**src/ecp_pkg.sv**
```systemverilog
// shared constants and types of the ejector configuration block
package ecp_pkg;
    // ------------------------------------------------------------
    // timing
    // ------------------------------------------------------------
    localparam int CLK_NS = 50;
    localparam int MS_NS  = 1000000;
    localparam int MS_CYC = (MS_NS + CLK_NS - 1) / CLK_NS;
    localparam int DLY10_MS  = 10;
    localparam int DLY50_MS  = 50;
    localparam int DLY200_MS = 200;
    localparam int ECO_MIN   = 2;
    localparam int ECO_MS    = ECO_MIN * 60000;
    localparam int PIN_MIN   = 1;
    localparam int PIN_MS    = PIN_MIN * 60000;
    // ------------------------------------------------------------
    // limits (supply in units of 0.1 V)
    // ------------------------------------------------------------
    localparam logic [15:0] UV_DV    = 16'h00c0;
    localparam logic [15:0] OV_DV    = 16'h0108;
    localparam int          ZERO_PCT = 3;
    localparam int          ZERO_FS  = 1000;
    localparam int          ZERO_LIM = ZERO_FS * ZERO_PCT / 100;
    // ------------------------------------------------------------
    // parameter indices
    // ------------------------------------------------------------
    localparam logic [3:0] IDX_LIM   = 4'h0;
    localparam logic [3:0] IDX_HYS   = 4'h1;
    localparam logic [3:0] IDX_POL   = 4'h2;
    localparam logic [3:0] IDX_STYPE = 4'h3;
    localparam logic [3:0] IDX_UNIT  = 4'h4;
    localparam logic [3:0] IDX_DLY   = 4'h5;
    localparam logic [3:0] IDX_ECO   = 4'h6;
    localparam logic [3:0] IDX_PIN   = 4'h7;
    localparam logic [3:0] IDX_LOCK  = 4'h8;
    localparam logic [3:0] IDX_INLET = 4'h9;
    // ------------------------------------------------------------
    // fields and reset values
    // ------------------------------------------------------------
    localparam int LK_IOL = 0;
    localparam int LK_DS  = 1;
    localparam int LK_LOC = 2;
    localparam logic [15:0] LIM_RST   = 16'h0226;
    localparam logic [15:0] HYS_RST   = 16'h000a;
    localparam logic        POL_RST   = 1'b0;
    localparam logic        STYPE_RST = 1'b0;
    localparam logic [1:0]  UNIT_RST  = 2'h0;
    localparam logic [1:0]  DLY_RST   = 2'h0;
    localparam logic        ECO_RST   = 1'b0;
    localparam logic [15:0] PIN_RST   = 16'h0000;
    localparam logic [2:0]  LOCK_RST  = 3'h0;
    // ------------------------------------------------------------
    // types
    // ------------------------------------------------------------
    typedef enum logic {VLV_OFF = 1'b0, VLV_SUCK = 1'b1} ecp_valve_type;
    typedef enum logic [1:0] {
        VAR_NO  = 2'h0,
        VAR_NC  = 2'h1,
        VAR_IMP = 2'h3
    } ecp_variant_type;
endpackage
```
**src/ecp_core.sv**
```systemverilog
// ejector configuration, protection and part-present logic
// How it works
// - supply outside window sets status and event
// - undervoltage ignores inputs, part-present stays
// - undervoltage forces suction (NO) or off (NC)
// - inlet pressure write gives warning or error
// - zero correction only within three percent
// - output from limit, hysteresis, selectable polarity
// - output follows threshold crossings
// - signal type setting, sourcing after factory reset
// - pulse variant starts off, sucks on pulse
// - display unit affects display only
// - switch-off delay off, 10, 50, 200 ms
// - delayed signal feeds pin, data, display
// - normally closed inverts after the delay
// - saver blanks display after two idle minutes
// - button or error restores the display
// - saver enabled remotely blanks immediately
// - non-default PIN locks local menu writes
// - correct PIN unlocks for one idle minute
// - PIN never restricts remote access
// - three lock bits: remote, storage, local
// - local lock bit overrides the PIN
// - lock bits cleared only by remote write
`timescale 1ns/1ps
module ecp_core #(
    parameter int unsigned  MS_CYC  = ecp_pkg::MS_CYC,
    parameter ecp_pkg::ecp_variant_type VARIANT = ecp_pkg::VAR_NO,
    parameter logic [15:0]  INL_WLO = 16'h002d,
    parameter logic [15:0]  INL_WHI = 16'h003c,
    parameter logic [15:0]  INL_ELO = 16'h0023,
    parameter logic [15:0]  INL_EHI = 16'h0046
) (
    // clock and reset
    input  wire logic               sys_clk_i,
    input  wire logic               nrst_i,
    // measurements
    input  wire logic [15:0]        supply_dv_i,
    input  wire logic [15:0]        vacuum_i,
    input  wire logic signed [11:0] sensor_raw_i,
    input  wire logic               cal_req_i,
    // control signal inputs
    input  wire logic               suck_i,
    input  wire logic               blow_i,
    // local panel
    input  wire logic [2:0]         button_i,
    input  wire logic               loc_wr_i,
    input  wire logic [3:0]         loc_idx_i,
    input  wire logic [15:0]        loc_data_i,
    input  wire logic               pin_entry_i,
    input  wire logic [15:0]        pin_val_i,
    input  wire logic               fac_rst_i,
    // io-link parameter access
    input  wire logic               iol_wr_i,
    input  wire logic [3:0]         iol_idx_i,
    input  wire logic [15:0]        iol_data_i,
    input  wire logic               ds_req_i,
    // valve and part-present
    output logic                    suction_o,
    output logic                    blow_o,
    output logic                    part_present_o,
    output logic                    pd_part_o,
    output logic                    disp_part_o,
    // configuration readback
    output logic                    sig_sink_o,
    output logic [1:0]              disp_unit_o,
    output logic [15:0]             pin_o,
    output logic [2:0]              access_lock_o,
    output logic [11:0]             zero_offset_o,
    // status
    output logic                    display_on_o,
    output logic                    eco_dot_o,
    output logic                    supply_low_o,
    output logic                    supply_warn_o,
    output logic                    supply_event_o,
    output logic                    inlet_warn_o,
    output logic                    inlet_err_o,
    output logic                    cal_err_o,
    output logic                    menu_locked_o,
    output logic                    ds_go_o
);
    // ------------------------------------------------------------
    // configuration write arbitration
    // ------------------------------------------------------------
    logic [15:0] limit, hyst;
    logic        pol_nc, eco_en;
    logic [1:0]  dly_sel;
    logic        iol_ok, loc_ok, wr;
    logic [3:0]  widx;
    logic [15:0] wdat;

    always_comb begin
        // the lock register itself stays writable remotely
        iol_ok = iol_wr_i && (!access_lock_o[ecp_pkg::LK_IOL] ||
                 iol_idx_i == ecp_pkg::IDX_LOCK);
        loc_ok = loc_wr_i && !menu_locked_o &&
                 !access_lock_o[ecp_pkg::LK_LOC] &&
                 loc_idx_i != ecp_pkg::IDX_LOCK &&
                 loc_idx_i != ecp_pkg::IDX_INLET;
        wr   = iol_ok || loc_ok;
        widx = iol_ok ? iol_idx_i : loc_idx_i;
        wdat = iol_ok ? iol_data_i : loc_data_i;
    end

    always_ff @(posedge sys_clk_i or negedge nrst_i) begin
        if (!nrst_i) begin
            limit         <= ecp_pkg::LIM_RST;
            hyst          <= ecp_pkg::HYS_RST;
            pol_nc        <= ecp_pkg::POL_RST;
            sig_sink_o    <= ecp_pkg::STYPE_RST;
            disp_unit_o   <= ecp_pkg::UNIT_RST;
            dly_sel       <= ecp_pkg::DLY_RST;
            eco_en        <= ecp_pkg::ECO_RST;
            pin_o         <= ecp_pkg::PIN_RST;
            access_lock_o <= ecp_pkg::LOCK_RST;
        end else if (fac_rst_i) begin
            // locks and zero point survive a factory reset
            limit       <= ecp_pkg::LIM_RST;
            hyst        <= ecp_pkg::HYS_RST;
            pol_nc      <= ecp_pkg::POL_RST;
            sig_sink_o  <= ecp_pkg::STYPE_RST;
            disp_unit_o <= ecp_pkg::UNIT_RST;
            dly_sel     <= ecp_pkg::DLY_RST;
            eco_en      <= ecp_pkg::ECO_RST;
            pin_o       <= ecp_pkg::PIN_RST;
        end else if (wr) begin
            case (widx)
                ecp_pkg::IDX_LIM:   limit       <= wdat;
                ecp_pkg::IDX_HYS:   hyst        <= wdat;
                ecp_pkg::IDX_POL:   pol_nc      <= wdat[0];
                ecp_pkg::IDX_STYPE: sig_sink_o  <= wdat[0];
                ecp_pkg::IDX_UNIT:  disp_unit_o <= wdat[1:0];
                ecp_pkg::IDX_DLY:   dly_sel     <= wdat[1:0];
                ecp_pkg::IDX_ECO:   eco_en      <= wdat[0];
                ecp_pkg::IDX_PIN:   pin_o       <= wdat;
                ecp_pkg::IDX_LOCK:  access_lock_o <= wdat[2:0];
                default: ;
            endcase
        end
    end

    // ------------------------------------------------------------
    // millisecond tick
    // ------------------------------------------------------------
    logic [31:0] ms_cnt;
    logic        ms_tick;

    always_ff @(posedge sys_clk_i or negedge nrst_i) begin
        if (!nrst_i) begin
            ms_cnt  <= 32'h0;
            ms_tick <= 1'b0;
        end else begin
            ms_tick <= ms_cnt == MS_CYC - 1;
            ms_cnt  <= (ms_cnt == MS_CYC - 1) ? 32'h0 : ms_cnt + 32'h1;
        end
    end

    // ------------------------------------------------------------
    // supply window and valve
    // ------------------------------------------------------------
    logic                   uv, oow, suck_q;
    ecp_pkg::ecp_valve_type vlv, next_vlv;

    assign uv  = supply_dv_i < ecp_pkg::UV_DV;
    assign oow = uv || supply_dv_i > ecp_pkg::OV_DV;

    always_comb begin
        next_vlv = vlv;
        if (uv) begin
            // pulse variant holds its state, inputs ignored
            if (VARIANT == ecp_pkg::VAR_NO) next_vlv = ecp_pkg::VLV_SUCK;
            if (VARIANT == ecp_pkg::VAR_NC) next_vlv = ecp_pkg::VLV_OFF;
        end else if (VARIANT != ecp_pkg::VAR_IMP) begin
            next_vlv = (suck_i && !blow_i) ? ecp_pkg::VLV_SUCK
                                           : ecp_pkg::VLV_OFF;
        end else begin
            unique case (vlv)
                ecp_pkg::VLV_OFF:
                    if (suck_i && !suck_q && !blow_i)
                        next_vlv = ecp_pkg::VLV_SUCK;
                ecp_pkg::VLV_SUCK:
                    if (blow_i) next_vlv = ecp_pkg::VLV_OFF;
            endcase
        end
    end

    always_ff @(posedge sys_clk_i or negedge nrst_i) begin
        if (!nrst_i) begin
            vlv            <= ecp_pkg::VLV_OFF;
            suck_q         <= 1'b0;
            suction_o      <= 1'b0;
            blow_o         <= 1'b0;
            supply_low_o   <= 1'b0;
            supply_warn_o  <= 1'b0;
            supply_event_o <= 1'b0;
        end else begin
            vlv            <= next_vlv;
            suck_q         <= suck_i;
            suction_o      <= next_vlv == ecp_pkg::VLV_SUCK;
            blow_o         <= !uv && blow_i;
            supply_low_o   <= uv;
            supply_warn_o  <= oow;
            supply_event_o <= oow != supply_warn_o;
        end
    end

    // ------------------------------------------------------------
    // part-present with switch-off delay
    // ------------------------------------------------------------
    logic        pp_raw, pp_dly;
    logic [7:0]  dcnt, dly_ms;

    always_comb begin
        unique case (dly_sel)
            2'h1:    dly_ms = 8'(ecp_pkg::DLY10_MS);
            2'h2:    dly_ms = 8'(ecp_pkg::DLY50_MS);
            2'h3:    dly_ms = 8'(ecp_pkg::DLY200_MS);
            default: dly_ms = 8'h0;
        endcase
    end

    always_ff @(posedge sys_clk_i or negedge nrst_i) begin
        if (!nrst_i) begin
            pp_raw <= 1'b0;
            pp_dly <= 1'b0;
            dcnt   <= 8'h0;
        end else begin
            // hysteresis compared widened so a large value cannot wrap
            if (vacuum_i >= limit) pp_raw <= 1'b1;
            else if ({1'b0, vacuum_i} + {1'b0, hyst} < {1'b0, limit})
                pp_raw <= 1'b0;
            if (pp_raw) begin
                pp_dly <= 1'b1;
                dcnt   <= 8'h0;
            end else if (dcnt >= dly_ms) begin
                pp_dly <= 1'b0;
            end else if (ms_tick) begin
                dcnt <= dcnt + 8'h1;
            end
        end
    end

    always_ff @(posedge sys_clk_i or negedge nrst_i) begin
        if (!nrst_i) begin
            part_present_o <= 1'b0;
            pd_part_o      <= 1'b0;
            disp_part_o    <= 1'b0;
        end else begin
            part_present_o <= pp_dly ^ pol_nc;
            pd_part_o      <= pp_dly;
            disp_part_o    <= pp_dly;
        end
    end

    // ------------------------------------------------------------
    // zero point, inlet pressure, data storage
    // ------------------------------------------------------------
    localparam logic signed [11:0] ZLIM = 12'(ecp_pkg::ZERO_LIM);
    logic zero_ok;

    assign zero_ok = sensor_raw_i >= -ZLIM && sensor_raw_i <= ZLIM;

    always_ff @(posedge sys_clk_i or negedge nrst_i) begin
        if (!nrst_i) begin
            zero_offset_o <= 12'h0;
            cal_err_o     <= 1'b0;
            inlet_warn_o  <= 1'b0;
            inlet_err_o   <= 1'b0;
            ds_go_o       <= 1'b0;
        end else begin
            if (cal_req_i) begin
                cal_err_o <= !zero_ok;
                if (zero_ok) zero_offset_o <= sensor_raw_i;
            end
            if (iol_ok && iol_idx_i == ecp_pkg::IDX_INLET) begin
                inlet_warn_o <= iol_data_i < INL_WLO ||
                                iol_data_i > INL_WHI;
                inlet_err_o  <= iol_data_i < INL_ELO ||
                                iol_data_i > INL_EHI;
            end
            ds_go_o <= ds_req_i && !access_lock_o[ecp_pkg::LK_DS];
        end
    end

    // ------------------------------------------------------------
    // display saver
    // ------------------------------------------------------------
    logic [16:0] eco_cnt;
    logic        err_any, err_q, eco_now;

    assign err_any = cal_err_o || inlet_err_o || supply_warn_o;
    assign eco_now = iol_ok && iol_idx_i == ecp_pkg::IDX_ECO &&
                     iol_data_i[0];

    always_ff @(posedge sys_clk_i or negedge nrst_i) begin
        if (!nrst_i) begin
            eco_cnt      <= 17'h0;
            err_q        <= 1'b0;
            display_on_o <= 1'b1;
            eco_dot_o    <= 1'b0;
        end else begin
            err_q <= err_any;
            if (|button_i || (err_any && !err_q) || !eco_en) begin
                eco_cnt      <= 17'h0;
                display_on_o <= 1'b1;
                eco_dot_o    <= 1'b0;
            end
            if (eco_now) begin
                display_on_o <= 1'b0;
                eco_dot_o    <= 1'b1;
            end else if (eco_en && !(|button_i) && display_on_o) begin
                if (eco_cnt == 17'(ecp_pkg::ECO_MS)) begin
                    display_on_o <= 1'b0;
                    eco_dot_o    <= 1'b1;
                end else if (ms_tick) begin
                    eco_cnt <= eco_cnt + 17'h1;
                end
            end
        end
    end

    // ------------------------------------------------------------
    // PIN unlock window
    // ------------------------------------------------------------
    logic [15:0] pin_cnt;
    logic        unlocked;

    always_ff @(posedge sys_clk_i or negedge nrst_i) begin
        if (!nrst_i) begin
            unlocked      <= 1'b0;
            pin_cnt       <= 16'h0;
            menu_locked_o <= 1'b0;
        end else begin
            if (pin_entry_i && pin_val_i == pin_o) begin
                unlocked <= 1'b1;
                pin_cnt  <= 16'h0;
            end else if (loc_ok) begin
                pin_cnt <= 16'h0;
            end else if (unlocked && pin_cnt == 16'(ecp_pkg::PIN_MS)) begin
                unlocked <= 1'b0;
            end else if (unlocked && ms_tick) begin
                pin_cnt <= pin_cnt + 16'h1;
            end
            // pin entry never lifts the lock bit
            menu_locked_o <= access_lock_o[ecp_pkg::LK_LOC] ||
                (pin_o != ecp_pkg::PIN_RST && !unlocked);
        end
    end
endmodule

```
**config.mk**
```make
export PLATFORM = sky130hd
export DESIGN_NAME = ecp_core
export DESIGN_NICKNAME = d
export VERILOG_FILES = /design/src/ecp_pkg.sv /design/src/ecp_core.sv
export SDC_FILE = /design/constraint.sdc
export NUM_CORES = 1
export LEC_CHECK = 0
export ABC_AREA = 1
export BUFFER_PORTS_ARGS = -buffer_cell sky130_fd_sc_hd__buf_2
export CAP_MARGIN = 20
export CORE_MARGIN = 4
export CORE_UTILIZATION = 25
export CTS_CLUSTER_DIAMETER = 60
export DETAILED_ROUTE_END_ITERATION = 6
export GPL_TIMING_DRIVEN = 0
export SYNTH_ARGS = -nofsm -noshare
export SYNTH_HDL_FRONTEND = slang
export SYNTH_SLANG_ARGS = --single-unit
```
**constraint.sdc**
```tcl
create_clock -name sys_clk_i -period 6.7 [get_ports sys_clk_i]
set_input_delay 1.675 -clock sys_clk_i [delete_from_list [all_inputs] [get_ports sys_clk_i]]
set_output_delay 1.675 -clock sys_clk_i [all_outputs]
set_load 0.02 [all_outputs]
```
==> impl_metrics.py <==
metrics = {
    "route": {
        "drtIter0Drc": 662,
        "m1WireLength_mm": 14.6,
        "wl_met2_mm": 13.8,
        "drc_errors": 0,
        "wl_mm": 30.7,
        "wl_met3_mm": 1.71,
        "ant_nets": 0,
        "vias": 9821,
        "via_per_inst": 4.64,
        "drt-pass1-iter-count": 7,
        "routed.top_layer": "met5",
        "post_drt_wl_per_cell_um": 14.5,
    },
    "global_route": {
        "grt_first_pass_wirelength_mm": 49.6,
        "grt_use_total_pct": 13.7,
        "grt_max_degree": 95,
        "grt_pass1_vias": 9549,
        "antenna_found_initial": 2,
        "gr-total-overflow": 0,
    },
    "worst_setup_path": {
        "path_delay_family": "simple AND/OR/NAND/NOR gates",
        "reg2reg_depth": 21,
        "cp_slowest_cell": "fa_1",
        "cp-start-kind": "input port",
        "critical_path_buf_inv_count": 4,
        "crit_chain": "buf_2 -> ha_1 -> inv_1 -> fa_1 -> o21ai_0 -> nand3_1 -> nand2_1 -> a21oi_1 -> o21ai_0 -> nand2_1 -> inv_1 -> nor2_1 -> ha_1 -> nand2_1 -> inv_1 -> nor3_1 -> nand2_1 -> nand2_1 -> nand2_1 -> nand2_1 -> nand2_1 -> nand2_1 -> nand2_1",
        "r2r_start": "hyst[1]$_DFFE_PN1P_",
        "r2r-end": "pp_raw$_DFFE_PN0P_",
        "cp-end-kind": "flop",
        "critical_path.max_fanout": 3,
        "critPathArrivalTime_ns": 4.55,
        "critPathMaxStageDelay_ns": 0.40,
        "critical_path_class": "in2reg",
        "cpMostUsedCell": "nand2_1",
        "crit_required_ns": 7.03,
        "rrSetupSlack_ns": 3.40,
    },
    "clock_network": {
        "numCtsBuffers": 17,
        "clk_path_buf_depth": 2,
        "cts_tree": "yes",
        "clk_latency_ns": 0.44,
        "path_clk_slew_ns": 0.07,
        "cts.sinks": 162,
        "htree_levels": 4,
        "postCtsSetupRepairBufs": 0,
        "cts_root_buf": "clkbuf_16",
        "post_cts_resized": 0,
        "hold_buffers": 0,
    },
    "layout": {
        "nNetsFinal": 1749,
        "areaGrowthSynthToFinish_pct": 20.2,
        "n_antenna_cell": 0,
        "drive_above_1_share_pct": 15.8,
    },
    "floorplanning": {
        "initial_core_util_pct": 25.4,
        "ios": 162,
        "die_h_um": 212,
        "die-area_um2": 45000,
        "die_x_um": 212,
        "coreArea_um2": 41000,
        "rows": 74,
    },
    "yosys": {
        "synth_area_um2": 10400,
        "synth_top_area_share_pct": 37.3,
        "synth_edf_count": 0,
        "synth_compound_area_share_pct": 9.34,
        "synth_xor_area_share_pct": 5.30,
        "synth_seq_cells": 162,
        "synth-warning-count": 0,
        "avgSynthCellArea_um2": 7.49,
        "synth_top_cell_by_area": "dfrtp_1",
        "synth-simple-area-share_pct": 30.1,
        "async_reset_ff_share_pct": 100,
        "synth-main-ff-cell": "dfrtp_1",
        "synth_most_common_cell": "nand2_1",
        "syn-num-nets": 1568,
        "synthTopCellsByArea": "dfrtp_1, nand2_1, ha_1, inv_1, nand3_1",
        "yosysUniqueCellTypes": 53,
        "synthTopCellsByCount": "nand2_1, inv_1, dfrtp_1",
        "muxShareOfSynthArea_pct": 0.0961,
        "synth_top_family_by_area": "simple AND/OR/NAND/NOR gates",
        "syn_inst": 1390,
        "synthAdderAreaFrac_pct": 7.88,
        "synth-seq-area-share_pct": 39.0,
    },
    "power_and_ir_drop": {
        "p_seq_share_pct": 38.6,
        "switchingPower_uw": 1010,
        "leakage_uw": 0.00638,
        "p_comb_share_pct": 27.8,
        "vdd_ir_drop_max_uv": 204,
        "p_sw_share_pct": 34.2,
        "p_clk_share_pct": 33.6,
        "power_uw": 2950,
        "power_density_nw_per_um2": 236,
        "internal_power_uw": 1940,
    },
    "placed_design": {
        "portBuffers": 161,
        "gp_congestion": 0.878,
        "hpwl_mm": 24.8,
    },
    "timing": {
        "drv_slew": 0,
        "rsz0062_at_grt": "no",
        "fin_crit_sh_pct": 63.0,
        "setup_viol": 0,
        "tightest_slew_ns": 0.737,
        "hold_viol": 0,
        "timing.slew.headroom_pct": 50.9,
        "clock_skew_ns": 0.0106,
        "min_period_ns": 4.22,
        "tns_ns": 0,
        "max_clock_freq_mhz": 237,
    },
    "run_status": {
        "outcome": "completed",
    },
    "hold_path": {
        "whs_path_depth": 2,
        "hold_path_class": "reg2reg",
        "holdPathEnd": "zero_offset_o[7]$_DFFE_PN0P_",
        "worstHoldStart": "zero_offset_o[7]$_DFFE_PN0P_",
    },
    "run": {
        "drv_cap": 0,
    },
}
## sequential cells by signal, indices dropped and copies added, names as in the netlist, 2 cells and up
name,cells
hyst,16
limit,16
pin_o,16
disp_unit_o,2
access_lock_o,3
dcnt,8
zero_offset_o,12
dly_sel,2
ms_cnt,32
eco_cnt,17
pin_cnt,16
## layout make-up
| cell class | count | area [um2] |
|---|---|---|
| Tap cell | 532 | 666 |
| Fill cell | 4406 | 28500 |
| Sequential cell | 162 | 4060 |
| Timing Repair Buffer | 162 | 843 |
| Clock buffer | 21 | 470 |
| Inverter | 192 | 722 |
| Buffer | 24 | 138 |
| Multi-Input combinational cell | 1012 | 5490 |
| Clock inverter | 10 | 121 |
## power by group through the flow
stage	clock network, uW	logic, uW	registers (uW)
final	992	821	1140
after global routing	1070	947	1150
after CTS	1020	832	1140
after detailed placement	0	827	1160
after global placement	0	809	1160
after floorplan	0	515	1180
## routing by layer
metal / track usage (%) / vias up
met2: 22.1 / 275
met4: 3.93 / 4
li1: - / 4905
met1: 18.9 / 4600
met5: 0 / -
met3: 2.54 / 37
## stage by stage
| step | util, % | worst slack (ns) | instances | area [um2] | hold slack, ns |
|---|---|---|---|---|---|
| after global routing | 30.5 | 2.14 | 2115 | 12500 | 0.496 |
| final | 30.5 | 2.48 | 2115 | 12500 | 0.470 |
| after CTS | 30.5 | 2.47 | 2115 | 12500 | 0.477 |
| after floorplan | - | 2.55 | 1390 | 10400 | 0.392 |
| after global placement | 29.0 | 1.33 | 2083 | 11900 | 0.452 |
| after detailed placement | 29.1 | 2.02 | 2084 | 11900 | 0.457 |
## worst max-delay path by stage
stage,end,cells past startpoint,from
2_1_floorplan,pp_raw$_DFFE_PN0P_,22,vacuum_i[0]
3_3_place_gp,limit[12]$_DFFE_PN0P_,1,nrst_i
3_5_place_dp,pp_raw$_DFFE_PN0P_,22,vacuum_i[0]
4_1_cts,pp_raw$_DFFE_PN0P_,22,vacuum_i[0]
5_1_grt,pp_raw$_DFFE_PN0P_,23,vacuum_i[0]
6_report,pp_raw$_DFFE_PN0P_,23,vacuum_i[0]
## cell families (layout without fill, tap and decap cells)
group / Yosys count / count (layout)
simple gates: 710 / 710
mux: 1 / 1
compound gates: 173 / 173
xor+xnor: 63 / 63
fa+ha+maj: 65 / 65
buf+inv: 216 / 409
flops: 162 / 162
## cell usage in the layout, fill, tap and decap left out, drive strengths merged, types with 3 or more instances in the layout
master,netlist,layout
a21boi,3,3
a21o,4,4
a21oi,50,50
a31o,4,4
a31oi,3,3
buf,16,178
clkbuf,8,29
clkinv,2,5
dfrtp,155,155
dfstp,7,7
ha,64,64
inv,190,194
nand2,356,356
nand3,105,105
nand3b,5,5
nand4,37,37
nor2,130,130
nor3,42,42
nor4,21,21
o211ai,3,3
o21ai,94,94
o21bai,3,3
or2,10,10
xnor2,17,17
xor2,46,46
## worst min-delay path, stage by stage, from the launching register on
cell	delay, ns
dfrtp_1	0.34
nand2_1	0.05
nand2_1	0.04
Power figures use the tool's default switching activity.
